--- src/bcg_pkg.sv ---
// ----------------------------------------------------------------------------
// base clock generator constants
// ----------------------------------------------------------------------------
package bcg_pkg;

   // ----------------------------------------------------------------------------
   // sizes
   // ----------------------------------------------------------------------------
   localparam int NUM_SRC = 12;
   localparam int NUM_OUT = 12;
   localparam int NUM_FRACTIONAL_DIVIDER = 7;
   localparam int NUM_GEN = 20;
   localparam int SEL_W = 4;
   localparam int GEN_W = 5;
   localparam int SEL_SPAN = 16;

   // ----------------------------------------------------------------------------
   // source codes
   // ----------------------------------------------------------------------------
   localparam logic [3:0] SRC_RING = 4'h0;
   localparam logic [3:0] SRC_XTAL = 4'h1;
   localparam logic [3:0] SRC_PLL0 = 4'h2;
   localparam logic [3:0] SRC_PLL120 = 4'h3;
   localparam logic [3:0] SRC_PLL240 = 4'h4;
   localparam logic [3:0] SRC_FDIV0 = 4'h5;
   localparam logic [3:0] SRC_LAST = 4'hB;

   // ----------------------------------------------------------------------------
   // generator indices
   // ----------------------------------------------------------------------------
   localparam logic [4:0] GEN_SAFE = 5'h00;
   localparam logic [4:0] GEN_SYS = 5'h01;
   localparam logic [4:0] GEN_CTRL = 5'h02;
   localparam logic [4:0] GEN_RSVD = 5'h0A;
   localparam logic [4:0] GEN_FDIV0 = 5'h0C;
   localparam logic [4:0] GEN_PLL = 5'h13;

   // ----------------------------------------------------------------------------
   // reset values and timing counts (control clock cycles)
   // ----------------------------------------------------------------------------
   localparam logic [3:0] SEL_RESET = SRC_RING;
   localparam logic OUT_EN_RESET = 1'b1;
   localparam logic [5:0] ACT_WINDOW_CYC = 6'h20;
   localparam logic [5:0] STARTUP_CYC = 6'h20;
   localparam logic [5:0] FORCE_LOW_CYC = 6'h20;

   typedef enum logic [1:0] {
      SW_RUN = 2'b00,
      SW_DRAIN = 2'b01,
      SW_LOCK = 2'b10,
      SW_HOLD = 2'b11
   } bcg_sw_state_t;

   function automatic logic is_pll(input logic [3:0] s);
      is_pll = (s >= SRC_PLL0) && (s <= SRC_PLL240);
   endfunction : is_pll

   // static legality of a source for a generator
   function automatic logic sel_legal(input logic [4:0] gen, input logic [3:0] sel);
      if (sel > SRC_LAST || gen > GEN_PLL || gen == GEN_RSVD) begin
         sel_legal = 1'b0;
      end else if (gen == GEN_PLL) begin
         sel_legal = (sel == SRC_XTAL);
      end else if (gen >= GEN_FDIV0) begin
         sel_legal = (sel < SRC_FDIV0);
      end else if (gen == GEN_SAFE || gen == GEN_CTRL) begin
         sel_legal = (sel == SRC_RING);
      end else begin
         sel_legal = 1'b1;
      end
   endfunction : sel_legal

endpackage : bcg_pkg

--- src/bcg_switch.sv ---
`timescale 1ns/1ps
`default_nettype none
module bcg_switch (
   input wire logic mclk,
   input wire logic rst,
   input wire logic ce,
   input wire logic [3:0] req_sel,
   input wire logic [15:0] src_lvl,
   input wire logic pll_lock,
   input wire logic out_en,
   output logic clk_out,
   output logic [3:0] cur_sel,
   output logic busy
);
   bcg_pkg::bcg_sw_state_t state_r, state_nxt;
   logic [3:0] sel_r, sel_nxt;
   logic [3:0] pend_r, pend_nxt;
   logic [5:0] cnt_r, cnt_nxt;
   logic out_r, out_nxt;

   always_comb begin
      state_nxt = state_r;
      sel_nxt = sel_r;
      pend_nxt = pend_r;
      cnt_nxt = cnt_r;
      out_nxt = out_r;
      unique case (state_r)
         bcg_pkg::SW_RUN: begin
            out_nxt = src_lvl[sel_r] & out_en;
            if (req_sel != sel_r) begin
               pend_nxt = req_sel;
               cnt_nxt = 6'h00;
               state_nxt = bcg_pkg::SW_DRAIN;
            end
         end
         bcg_pkg::SW_DRAIN: begin
            // glitch free: let the old clock finish its high phase first
            if (!out_r || cnt_r == bcg_pkg::FORCE_LOW_CYC - 6'h01) begin
               // forced low: a stuck-high source must not deadlock the swap
               out_nxt = 1'b0;
               sel_nxt = pend_r;
               state_nxt = bcg_pkg::is_pll(pend_r) ? bcg_pkg::SW_LOCK : bcg_pkg::SW_HOLD;
            end else begin
               out_nxt = src_lvl[sel_r] & out_en;
               cnt_nxt = cnt_r + 6'h01;
            end
         end
         bcg_pkg::SW_LOCK: begin
            out_nxt = 1'b0;
            if (pll_lock) begin
               state_nxt = bcg_pkg::SW_HOLD;
            end
         end
         bcg_pkg::SW_HOLD: begin
            out_nxt = 1'b0;
            state_nxt = bcg_pkg::SW_RUN;
         end
      endcase
   end

   always_ff @(posedge mclk) begin
      if (rst) begin
         state_r <= bcg_pkg::SW_RUN;
         sel_r <= bcg_pkg::SEL_RESET;
         pend_r <= bcg_pkg::SEL_RESET;
         cnt_r <= 6'h00;
         out_r <= 1'b0;
      end else if (ce) begin
         state_r <= state_nxt;
         sel_r <= sel_nxt;
         pend_r <= pend_nxt;
         cnt_r <= cnt_nxt;
         out_r <= out_nxt;
      end
   end

   assign clk_out = out_r;
   assign cur_sel = sel_r;
   assign busy = (state_r != bcg_pkg::SW_RUN);

endmodule : bcg_switch
`default_nettype wire

--- src/bcg_top.sv ---
`timescale 1ns/1ps
`default_nettype none
module bcg_top #(
   parameter int NUM_OUT = bcg_pkg::NUM_OUT,
   parameter int NUM_FRACTIONAL_DIVIDER = bcg_pkg::NUM_FRACTIONAL_DIVIDER
) (
   input wire logic mclk,
   input wire logic rst,
   input wire logic ce,
   input wire logic ring_oscillator,
   input wire logic crystal_clk,
   input wire logic [2:0] pll_clk,
   input wire logic pll_lock,
   input wire logic [6:0] fractional_divider_clk,
   input wire logic bridge_wr_toggle,
   input wire logic [4:0] bridge_wr_gen,
   input wire logic [3:0] bridge_wr_sel,
   input wire logic bridge_wr_out_en,
   output logic [11:0] base_clk,
   output logic [6:0] fractional_divider_src_clk,
   output logic pll_ref_clk,
   output logic ring_osc_enable,
   output logic [11:0] clock_presence_status,
   output logic presence_valid,
   output logic [11:0] act_start,
   output logic [11:0] act_stop,
   output logic wr_accepted,
   output logic wr_rejected,
   output logic [79:0] sel_state,
   output logic [19:0] switch_busy
);
   localparam int NS = bcg_pkg::NUM_SRC;
   localparam int NG = bcg_pkg::NUM_GEN;

   // ----------------------------------------------------------------------------
   // elaboration checks
   // ----------------------------------------------------------------------------
   // twelve outputs, seven fractional dividers
   if (NUM_OUT != bcg_pkg::NUM_OUT || NUM_FRACTIONAL_DIVIDER != bcg_pkg::NUM_FRACTIONAL_DIVIDER) begin : g_bad_size
      $error("bcg_top: output and divider counts are fixed by the source encoding");
   end
   // the source and generator codes must cover the vectors built below
   if (bcg_pkg::SRC_LAST != NS - 1 || bcg_pkg::GEN_PLL != NG - 1) begin : g_bad_codes
      $error("bcg_top: source or generator codes disagree with the vector sizes");
   end

   // ----------------------------------------------------------------------------
   // helpers
   // ----------------------------------------------------------------------------
   // a code past the last source reads as absent, never as unknown
   function automatic logic src_present(input logic [NS-1:0] act, input logic [3:0] sel);
      src_present = 1'b0;
      for (int i = 0; i < NS; i++) begin
         if (sel == 4'(i)) begin
            src_present = act[i];
         end
      end
   endfunction : src_present

   // generator index that owns a selector register
   function automatic logic gen_exists(input logic [4:0] gen);
      gen_exists = (gen <= bcg_pkg::GEN_PLL) && (gen != bcg_pkg::GEN_RSVD);
   endfunction : gen_exists

   // window counters stop on their last cycle and report it
   function automatic logic win_end(input logic [5:0] cnt, input logic [5:0] len);
      win_end = (cnt == len - 6'h01);
   endfunction : win_end

   // ----------------------------------------------------------------------------
   // source synchronisers and activity detectors
   // ----------------------------------------------------------------------------
   logic [NS-1:0] src_raw;
   logic [NS-1:0] src_s1_r, src_s2_r, src_s3_r;
   logic [NS-1:0] active_r, active_nxt;
   logic [NS-1:0][5:0] det_cnt_r, det_cnt_nxt;
   logic [NS-1:0] start_r, start_nxt, stop_r, stop_nxt;
   logic [5:0] startup_r, startup_nxt;
   logic valid_r, valid_nxt;
   logic lock_s1_r, lock_s2_r;

   assign src_raw = {fractional_divider_clk, pll_clk, crystal_clk, ring_oscillator};

   always_comb begin
      active_nxt = active_r;
      det_cnt_nxt = det_cnt_r;
      start_nxt = '0;
      stop_nxt = '0;
      for (int i = 0; i < NS; i++) begin
         if (src_s2_r[i] && !src_s3_r[i]) begin
            det_cnt_nxt[i] = 6'h00;
            active_nxt[i] = 1'b1;
         end else if (win_end(det_cnt_r[i], bcg_pkg::ACT_WINDOW_CYC)) begin
            active_nxt[i] = 1'b0;
         end else begin
            det_cnt_nxt[i] = det_cnt_r[i] + 6'h01;
         end
         start_nxt[i] = active_nxt[i] & ~active_r[i];
         stop_nxt[i] = ~active_nxt[i] & active_r[i];
      end
      startup_nxt = startup_r;
      valid_nxt = valid_r;
      if (win_end(startup_r, bcg_pkg::STARTUP_CYC)) begin
         valid_nxt = 1'b1;
      end else begin
         startup_nxt = startup_r + 6'h01;
      end
   end

   always_ff @(posedge mclk) begin
      if (rst) begin
         src_s1_r <= '0;
         src_s2_r <= '0;
         src_s3_r <= '0;
         active_r <= '0;
         det_cnt_r <= '0;
         start_r <= '0;
         stop_r <= '0;
         startup_r <= 6'h00;
         valid_r <= 1'b0;
         lock_s1_r <= 1'b0;
         lock_s2_r <= 1'b0;
      end else if (ce) begin
         src_s1_r <= src_raw;
         src_s2_r <= src_s1_r;
         src_s3_r <= src_s2_r;
         active_r <= active_nxt;
         det_cnt_r <= det_cnt_nxt;
         start_r <= start_nxt;
         stop_r <= stop_nxt;
         startup_r <= startup_nxt;
         valid_r <= valid_nxt;
         lock_s1_r <= pll_lock;
         lock_s2_r <= lock_s1_r;
      end
   end

   assign clock_presence_status = active_r;
   assign presence_valid = valid_r;
   assign act_start = start_r;
   assign act_stop = stop_r;

   // ----------------------------------------------------------------------------
   // bridge write crossing
   // ----------------------------------------------------------------------------
   // the bridge holds gen, sel and enable steady around its toggle, so
   // plain two-flop copies of them are settled once the toggle edge shows
   logic tgl_s1_r, tgl_s2_r, tgl_s3_r;
   logic [4:0] wgen_s1_r, wgen_s2_r;
   logic [3:0] wsel_s1_r, wsel_s2_r;
   logic wen_s1_r, wen_s2_r;
   logic wr_fire;

   always_ff @(posedge mclk) begin
      if (rst) begin
         tgl_s1_r <= 1'b0;
         tgl_s2_r <= 1'b0;
         tgl_s3_r <= 1'b0;
         wgen_s1_r <= 5'h00;
         wgen_s2_r <= 5'h00;
         wsel_s1_r <= 4'h0;
         wsel_s2_r <= 4'h0;
         wen_s1_r <= 1'b0;
         wen_s2_r <= 1'b0;
      end else if (ce) begin
         tgl_s1_r <= bridge_wr_toggle;
         tgl_s2_r <= tgl_s1_r;
         tgl_s3_r <= tgl_s2_r;
         wgen_s1_r <= bridge_wr_gen;
         wgen_s2_r <= wgen_s1_r;
         wsel_s1_r <= bridge_wr_sel;
         wsel_s2_r <= wsel_s1_r;
         wen_s1_r <= bridge_wr_out_en;
         wen_s2_r <= wen_s1_r;
      end
   end

   assign wr_fire = tgl_s2_r ^ tgl_s3_r;

   // ----------------------------------------------------------------------------
   // selector registers
   // ----------------------------------------------------------------------------
   logic [NG-1:0][3:0] ctrl_sel_r, ctrl_sel_nxt;
   logic [NG-1:0] out_en_r, out_en_nxt;
   logic acc_r, acc_nxt, rej_r, rej_nxt;
   logic wr_ok;
   logic wr_gen_ok;

   always_comb begin
      ctrl_sel_nxt = ctrl_sel_r;
      out_en_nxt = out_en_r;
      acc_nxt = 1'b0;
      rej_nxt = 1'b0;
      wr_gen_ok = gen_exists(wgen_s2_r);
      wr_ok = bcg_pkg::sel_legal(wgen_s2_r, wsel_s2_r) && src_present(active_r, wsel_s2_r);
      if (wr_fire) begin
         if (wr_gen_ok) begin
            out_en_nxt[wgen_s2_r] = wen_s2_r;
         end
         if (wr_ok) begin
            ctrl_sel_nxt[wgen_s2_r] = wsel_s2_r;
            acc_nxt = 1'b1;
         end else begin
            rej_nxt = 1'b1;
         end
      end
   end

   always_ff @(posedge mclk) begin
      if (rst) begin
         ctrl_sel_r <= {NG{bcg_pkg::SEL_RESET}};
         out_en_r <= {NG{bcg_pkg::OUT_EN_RESET}};
         acc_r <= 1'b0;
         rej_r <= 1'b0;
      end else if (ce) begin
         ctrl_sel_r <= ctrl_sel_nxt;
         out_en_r <= out_en_nxt;
         acc_r <= acc_nxt;
         rej_r <= rej_nxt;
      end
   end

   assign wr_accepted = acc_r;
   assign wr_rejected = rej_r;

   // ----------------------------------------------------------------------------
   // output and secondary generators
   // ----------------------------------------------------------------------------
   logic [15:0] src_lvl;
   logic [NG-1:0] gen_clk;

   // the model gates the synchronised source level; it is a stand-in for the
   // analog clock mux and only resolves sources slower than half of mclk
   assign src_lvl = {{(16 - NS){1'b0}}, src_s2_r};

   for (genvar g = 0; g < NG; g++) begin : g_gen
      logic en_eff;
      assign en_eff = gen_exists(5'(g)) ? out_en_r[g] : 1'b0;
      bcg_switch u_sw (
         .mclk(mclk),
         .rst(rst),
         .ce(ce),
         .req_sel(ctrl_sel_r[g]),
         .src_lvl(src_lvl),
         .pll_lock(lock_s2_r),
         .out_en(en_eff),
         .clk_out(gen_clk[g]),
         .cur_sel(sel_state[4*g +: 4]),
         .busy(switch_busy[g])
      );
   end

   assign base_clk = gen_clk[11:0];
   assign fractional_divider_src_clk = gen_clk[18:12];
   assign pll_ref_clk = gen_clk[19];

   assign ring_osc_enable = 1'b1;

   // single slow domain: mclk is the always-on control clock
   // a dead selected source is not switched away from; it only raises a stop

endmodule : bcg_top
`default_nettype wire

--- config.mk ---
export PLATFORM = sky130hd
export DESIGN_NAME = bcg_top
export DESIGN_NICKNAME = d
export VERILOG_FILES = /design/src/bcg_pkg.sv /design/src/bcg_switch.sv /design/src/bcg_top.sv
export SDC_FILE = /design/constraint.sdc
export NUM_CORES = 1
export LEC_CHECK = 0
export BUFFER_PORTS_ARGS = -buffer_cell sky130_fd_sc_hd__buf_4
export CELL_PAD_IN_SITES_DETAIL_PLACEMENT = 1
export CELL_PAD_IN_SITES_GLOBAL_PLACEMENT = 2
export CORE_MARGIN = 8
export CORE_UTILIZATION = 39
export CTS_BUF_LIST = sky130_fd_sc_hd__clkbuf_16
export CTS_CLUSTER_SIZE = 24
export DETAILED_ROUTE_END_ITERATION = 10
export PLACE_DENSITY = 0.88
export SYNTH_ARGS = -nofsm -noshare
export SYNTH_HDL_FRONTEND = slang
export SYNTH_SLANG_ARGS = --single-unit
export TNS_END_PERCENT = 30
--- constraint.sdc ---
create_clock -name mclk -period 2.6 [get_ports mclk]
set_input_delay 0.26 -clock mclk [delete_from_list [all_inputs] [get_ports mclk]]
set_output_delay 0.26 -clock mclk [all_outputs]
set_load 0.05 [all_outputs]
==> metrics.csv, run 1 <==
stage,metric,value,unit
power_and_ir_drop,power.leakage,13.2,nW
global_route,antenna_found_initial,0,
clock_tree,h-tree-depth,3,
critical_path,critical_path.startpoint,wsel_s2_r[1]$_SDFFE_PP0P_,
power_and_ir_drop,ir_drop,0.398,mV
yosys,synth.avg_cell_area,9.20,um^2
critical_path,r2r-start,wsel_s2_r[1]$_SDFFE_PP0P_,
final_layout,layout.nets,3620,
final_layout,final_common_cell,dfxtp_1,
critical_path,crit_fanout,10,
placed_design,gp_congestion,0.822,
die,fp.coreArea,0.0785,mm^2
critical_path,path_class,reg2reg,
worst_hold_path,min_to,g_gen[14].u_sw.state_r[1]$_SDFFE_PP0P_,
die,dieArea,0.0879,mm^2
critical_path,start_kind,flop,
clock_tree,clkTransAtPathRegs,0.06,ns
clock_tree,clkLatencyLatePin,0.62,ns
critical_path,crit_slowest_cell,a211oi_1,
final_layout,fillers,8957,
die,die_h,297,um
worst_hold_path,min_from,rst,
final_layout,final_cell_mix,"dfxtp_1 (609), nor2_1 (410), mux2i_1 (353)",
yosys,yosysWarningCount,0,
timing,slew_violations,0,
timing,worst_pin_slew,0.926,ns
routing,via_per_inst,5.56,
die,ios,187,
critical_path,worstPathArrival,2.93,ns
global_route,grtUsageTotal,20.8,%
placed_design,io_buffers,184,
timing,setup_ws,0.171,ns
critical_path,regToRegEndpoint,ctrl_sel_r[15]$_SDFFE_PP0P_,
global_route,grt_first_pass_wirelength,147,mm
timing,post-route-min-period,2.43,ns
final_layout,n_antenna_cell,0,
clock_tree,ctsResizeCount,0,
routing,wl_per_cell,20.4,um
timing,skew,0.0221,ns
critical_path,r2r_setup_slack,0.17,ns
global_route,gr-total-overflow,0,
routing,dr.first_iter.drc_count,1353,
yosys,seq_area_frac_synth,39.8,%
critical_path,crit_chain,"mux2_4, a221oi_4, buf_4, a211oi_1, mux2i_1, nor2_1",
yosys,async_flop_share,0,%
timing,finalSetupViolations,0,
yosys,synth_ff_type,dfxtp_1,
clock_tree,cts.hold.buffers_added,24,
timing,rsz0062_at_grt,false,
yosys,ys_ff_latch,610,
power_and_ir_drop,powerDensity,558,mW/mm^2
critical_path,cp.required,3.10,ns
clock_tree,clkSinkCount,610,
clock_tree,cts_made_buffers,71,
yosys,syn_area,0.0307,mm^2
timing,relSlewSlack,37.4,%
global_route,grt_pass1_vias,25949,
yosys,ys_types,77,
critical_path,critPathBufInv,1,
die,die_w,297,um
clock_tree,post_cts_buffers,0,
status,status,"finished, final reports clean",
run,cap_viol_max_count,0,
final_layout,drive_gt1_share,14.1,%
worst_hold_path,hold_depth,2,
die,start_util,39.1,%
placed_design,place_ws,0.173,ns
routing,dr.pass1.iters,5,
clock_tree,max-clock-path-buffers,3,
routing,route.detailed.drc,0,
timing,hold_violations,0,
timing,finalCritPeriodShare,93.4,%
critical_path,worstRegToRegCells,6,
critical_path,critical_path.top_delay_family,compound AO/OA/AOI/OAI gates,
timing,tns,0,ns
clock_tree,cts_tree,done,
placed_design,dp.cells,4454,
yosys,synth_cells,3336,
yosys,synth-edff-count,0,
routing,routed_wl,93.7,mm
routing,vias,25567,
die,std_cell_rows,103,
final_layout,area_delta_synth_final,16.6,%
clock_tree,cts-root-buf,clkbuf_16,
global_route,grt_max_degree,74,
routing,ant_nets,0,
placed_design,dpl.hpwl,66.5,mm
yosys,syn_nets,3455,
critical_path,max_stage_delay,0.80,ns
final_layout,final_cells,4600,
worst_hold_path,hold_class,in2reg,
critical_path,cp-end-kind,flop,
timing,fmax,412,MHz
-- how the worst max path moves through the flow --
stage,slack [ns],to,depth (start not counted)
6_report,0.17,ctrl_sel_r[15]$_SDFFE_PP0P_,6
5_1_grt,0.05,ctrl_sel_r[14]$_SDFFE_PP0P_,6
4_1_cts,0.15,ctrl_sel_r[15]$_SDFFE_PP0P_,6
3_5_place_dp,0.17,ctrl_sel_r[15]$_SDFFE_PP0P_,6
3_3_place_gp,0.25,ctrl_sel_r[13]$_SDFFE_PP0P_,6
2_1_floorplan,0.24,g_gen[11].u_sw.cnt_r[5]$_SDFFE_PP0P_,7
-- synthesized netlist by cell type (41+ instances only) --
cell	n	share of area (%)
nand2b_1	41	0.84
nand3_1	107	1.7
xnor2_1	101	2.9
inv_1	105	1.3
clkbuf_1	156	1.9
dfxtp_1	610	40
a21oi_1	167	2.7
ha_1	92	3.8
or3_1	45	0.92
nor2_1	410	5.0
o21ai_0	174	2.8
mux4_2	58	4.3
nand2_1	218	2.7
mux2i_1	353	12
-- state kept, by name, indices dropped and copies added, names as in the netlist, 19 cells and up --
signal              cells
g_gen.u_sw.cnt_r      114
g_gen.u_sw.state_r     40
g_gen.u_sw.pend_r      80
det_cnt_r              72
out_en_r               19
g_gen.u_sw.clk_out     19
ctrl_sel_r             80
g_gen.u_sw.cur_sel     80
-- power breakdown --
group	switching, mW	internal [mW]
combinational	0.668	0.364
sequential	0.0969	9.43
clock	4.14	5.24
-- routing by layer --
metal	share of wire (%)	up-vias	GRT usage (%)
met1	45	12643	26.5
met4	3.1	0	7.02
met3	5.2	151	4.16
met5	0	-	0
li1	-	12264	-
met2	47	509	35.0
-- area by class of cell --
| type | count | area [um^2] | area share, % |
|---|---|---|---|
| clock buffer | 72 | 1800 | 5.04 |
| multi-input combinational | 2376 | 17000 | 47.4 |
| tap | 1050 | 1310 | 3.67 |
| timing repair buffer | 335 | 2730 | 7.63 |
| clock inverter | 50 | 340 | 0.952 |
| inverter | 107 | 404 | 1.13 |
| sequential | 610 | 12200 | 34.1 |
-- worst register-to-register path, stage by stage, from the launching register on --
cell	delay, ns
dfxtp_1	0.60
mux2_4	0.28
a221oi_4	0.07
buf_4	0.23
a211oi_1	0.81
mux2i_1	0.29
nor2_1	0.05
-- stage by stage --
stage	area [um^2]	hold slack (ns)	total power, mW	util [%]
after floorplan	30700	0.407	10.3	-
after global placement	33400	0.450	10.7	42.5
after detailed placement	33400	0.460	10.7	42.5
after CTS	35800	0.0137	20.2	45.6
after global routing	35800	0.0528	20.7	45.6
final	35800	0.0471	19.9	45.6
-- cells by family after synthesis --
logic type	after synthesis	synth area share, %
and+or+nand+nor	1102	17.7
AOI/OAI and AO/OA	648	14.6
DFF	610	39.8
muxes	415	15.9
buffers and inverters	350	4.91
xor gates and xnor gates	117	3.34
adders and majority gates	92	3.75
other	2	0.0245
(Power assumes the default switching activity.)
==> run 2, diff against run 1 <==
- CORE_UTILIZATION: 39 -> 41
- CTS_BUF_LIST: sky130_fd_sc_hd__clkbuf_16 -> sky130_fd_sc_hd__clkbuf_2
- PLACE_DENSITY: 0.88 -> 0.92
- clock period: 2.6 -> 2.9 ns (I/O delays scaled with it)
==> metrics.csv, run 2 (same netlist as run 1, synthesis figures left out) <==
stage,metric,value,unit
worst_hold_path,hold_depth,2,
timing,relSlewSlack,31.6,%
critical_path,crit_fanout,65,
final_layout,largest_register_ffs,114,
clock_tree,cts-root-buf,clkbuf_2,
timing,rsz0062_at_grt,true,
die,dieArea,0.0839,mm^2
clock_tree,clkLatencyLatePin,1.42,ns
timing,finalSetupViolations,0,
critical_path,r2r_setup_slack,0.18,ns
clock_tree,h-tree-depth,4,
final_layout,regMostFlops,g_gen.u_sw.cnt_r,
power_and_ir_drop,power.leakage,13.5,nW
global_route,grt_max_degree,122,
timing,slew_violations,0,
critical_path,start_kind,input pin,
timing,worst_pin_slew,1.01,ns
timing,finalCritPeriodShare,98.4,%
power_and_ir_drop,ir_drop,0.219,mV
timing,skew,0.0945,ns
status,status,"finished, final reports clean",
global_route,grt_first_pass_wirelength,153,mm
timing,fmax,351,MHz
die,start_util,41.3,%
clock_tree,post_cts_buffers,0,
placed_design,place_area,0.0330,mm^2
routing,route.detailed.drc,0,
placed_design,io_buffers,184,
clock_tree,clkTransAtPathRegs,0.14,ns
clock_tree,max-clock-path-buffers,3,
global_route,grt_pass1_vias,27600,
die,fp.coreArea,0.0743,mm^2
die,std_cell_rows,100,
final_layout,final_cell_mix,"dfxtp_1 (601), nor2_1 (410), mux2i_1 (353)",
placed_design,dpl.hpwl,64.5,mm
power_and_ir_drop,power,15.9,mW
final_layout,drive_gt1_share,17.7,%
run,cap_viol_max_count,0,
global_route,grtUsageTotal,22.8,%
power_and_ir_drop,powerDensity,444,mW/mm^2
critical_path,worstPathArrival,4.17,ns
critical_path,worstRegToRegCells,6,
final_layout,layout.nets,3768,
critical_path,cp-end-kind,flop,
routing,vias,26603,
critical_path,r2r-start,wsel_s2_r[0]$_SDFFE_PP0P_,
timing,tns,0,ns
routing,ant_nets,0,
worst_hold_path,min_to,g_gen[0].u_sw.cnt_r[5]$_SDFFE_PP0P_,
global_route,gr-total-overflow,0,
critical_path,regToRegEndpoint,ctrl_sel_r[71]$_SDFFE_PP0P_,
die,die_w,290,um
timing,post-route-min-period,2.85,ns
die,die_h,290,um
routing,dr.first_iter.drc_count,1448,
global_route,antenna_found_initial,2,
routing,via_per_inst,5.60,
routing,routed_wl,96.6,mm
clock_tree,clkSinkCount,610,
routing,dr.pass1.iters,5,
final_layout,final_util,48.1,%
clock_tree,cts_made_buffers,170,
timing,hold_slack,0.476,ns
clock_tree,cts_tree,done,
final_layout,final_common_cell,dfxtp_1,
die,ios,187,
placed_design,gp_congestion,0.840,
routing,wl_per_cell,20.3,um
final_layout,final_area,0.0358,mm^2
final_layout,area_delta_synth_final,16.6,%
critical_path,cp.required,4.21,ns
critical_path,path_class,in2reg,
timing,hold_violations,0,
worst_hold_path,hold_class,reg2reg,
worst_hold_path,min_from,g_gen[0].u_sw.cnt_r[5]$_SDFFE_PP0P_,
-- run 2: cell count changes in the layout (fill, tap and decap cells not counted), moves of 18 or more --
cell	before	now
clkbuf_2	0	244
dlygate4sd3_1	24	102
clkbuf_16	72	0
buf_4	298	256
clkinv_1	14	42
inv_1	120	99
ha_1	92	74
-- run 2: worst max-delay path by stage --
stage	start	slack, ns	cells after the start	endpoint
after floorplan	g_gen[11].u_sw.cur_sel[0]$_SDFFE_PP0P_	0.54	7	g_gen[11].u_sw.cnt_r[5]$_SDFFE_PP0P_
after global placement	wsel_s2_r[0]$_SDFFE_PP0P_	0.42	6	ctrl_sel_r[15]$_SDFFE_PP0P_
after detailed placement	wsel_s2_r[0]$_SDFFE_PP0P_	0.30	6	ctrl_sel_r[71]$_SDFFE_PP0P_
after CTS	g_gen[19].u_sw.state_r[0]$_SDFFE_PP0P_	0.002	4	switch_busy[19]
after global routing	g_gen[6].u_sw.state_r[0]$_SDFFE_PP0P_	-0.04	4	switch_busy[6]
final	ce	0.05	10	src_s1_r[6]$_SDFFE_PP0P_
-- run 2: worst max-delay path: stages --
cell           delay (ns)
dlygate4sd3_1        0.53
dlygate4sd3_1        0.58
buf_8                0.24
buf_12               0.24
buf_12               0.31
buf_4                0.37
mux2i_1              0.23
dlygate4sd3_1        0.57
nor2_1               0.06
dlygate4sd3_1        0.66
-- run 2: routing by layer --
| metal | vias up | global-route usage [%] | share of wire [%] |
|---|---|---|---|
| met2 | 605 | 38.5 | 48 |
| met1 | 13140 | 28.0 | 43 |
| li1 | 12669 | - | - |
| met4 | 0 | 8.90 | 3.1 |
| met3 | 189 | 5.24 | 5.4 |
| met5 | - | 0 | 0 |
-- run 2: metrics by stage --
stage | setup WS (ns) | cells
after floorplan | 0.541 | 3336
after global routing | -0.0444 | 4749
after CTS | 0.00170 | 4744
after detailed placement | 0.296 | 4342
final | 0.0474 | 4749
after global placement | 0.418 | 4342
-- run 2: repair_timing --
action                                  CTS  global route
endpoints found under the setup margin   20            11
endpoints found under the hold margin   610             0
hold buffers                            104             0
resized for setup                        37            13
-- run 2: layout make-up --
class	count	area, um^2
Antenna cell	5	12.5
Clock buffer	244	1220
Clock inverter	54	277
Fill cell	8739	38500
Inverter	107	404
Multi-Input combinational cell	2376	17100
Sequential cell	610	12200
Tap cell	969	1210
Timing Repair Buffer	384	3360
-- run 2: power by group --
group          internal, mW  switching, mW
combinational         0.401          0.619
sequential             8.45         0.0982
clock                  2.43           3.88
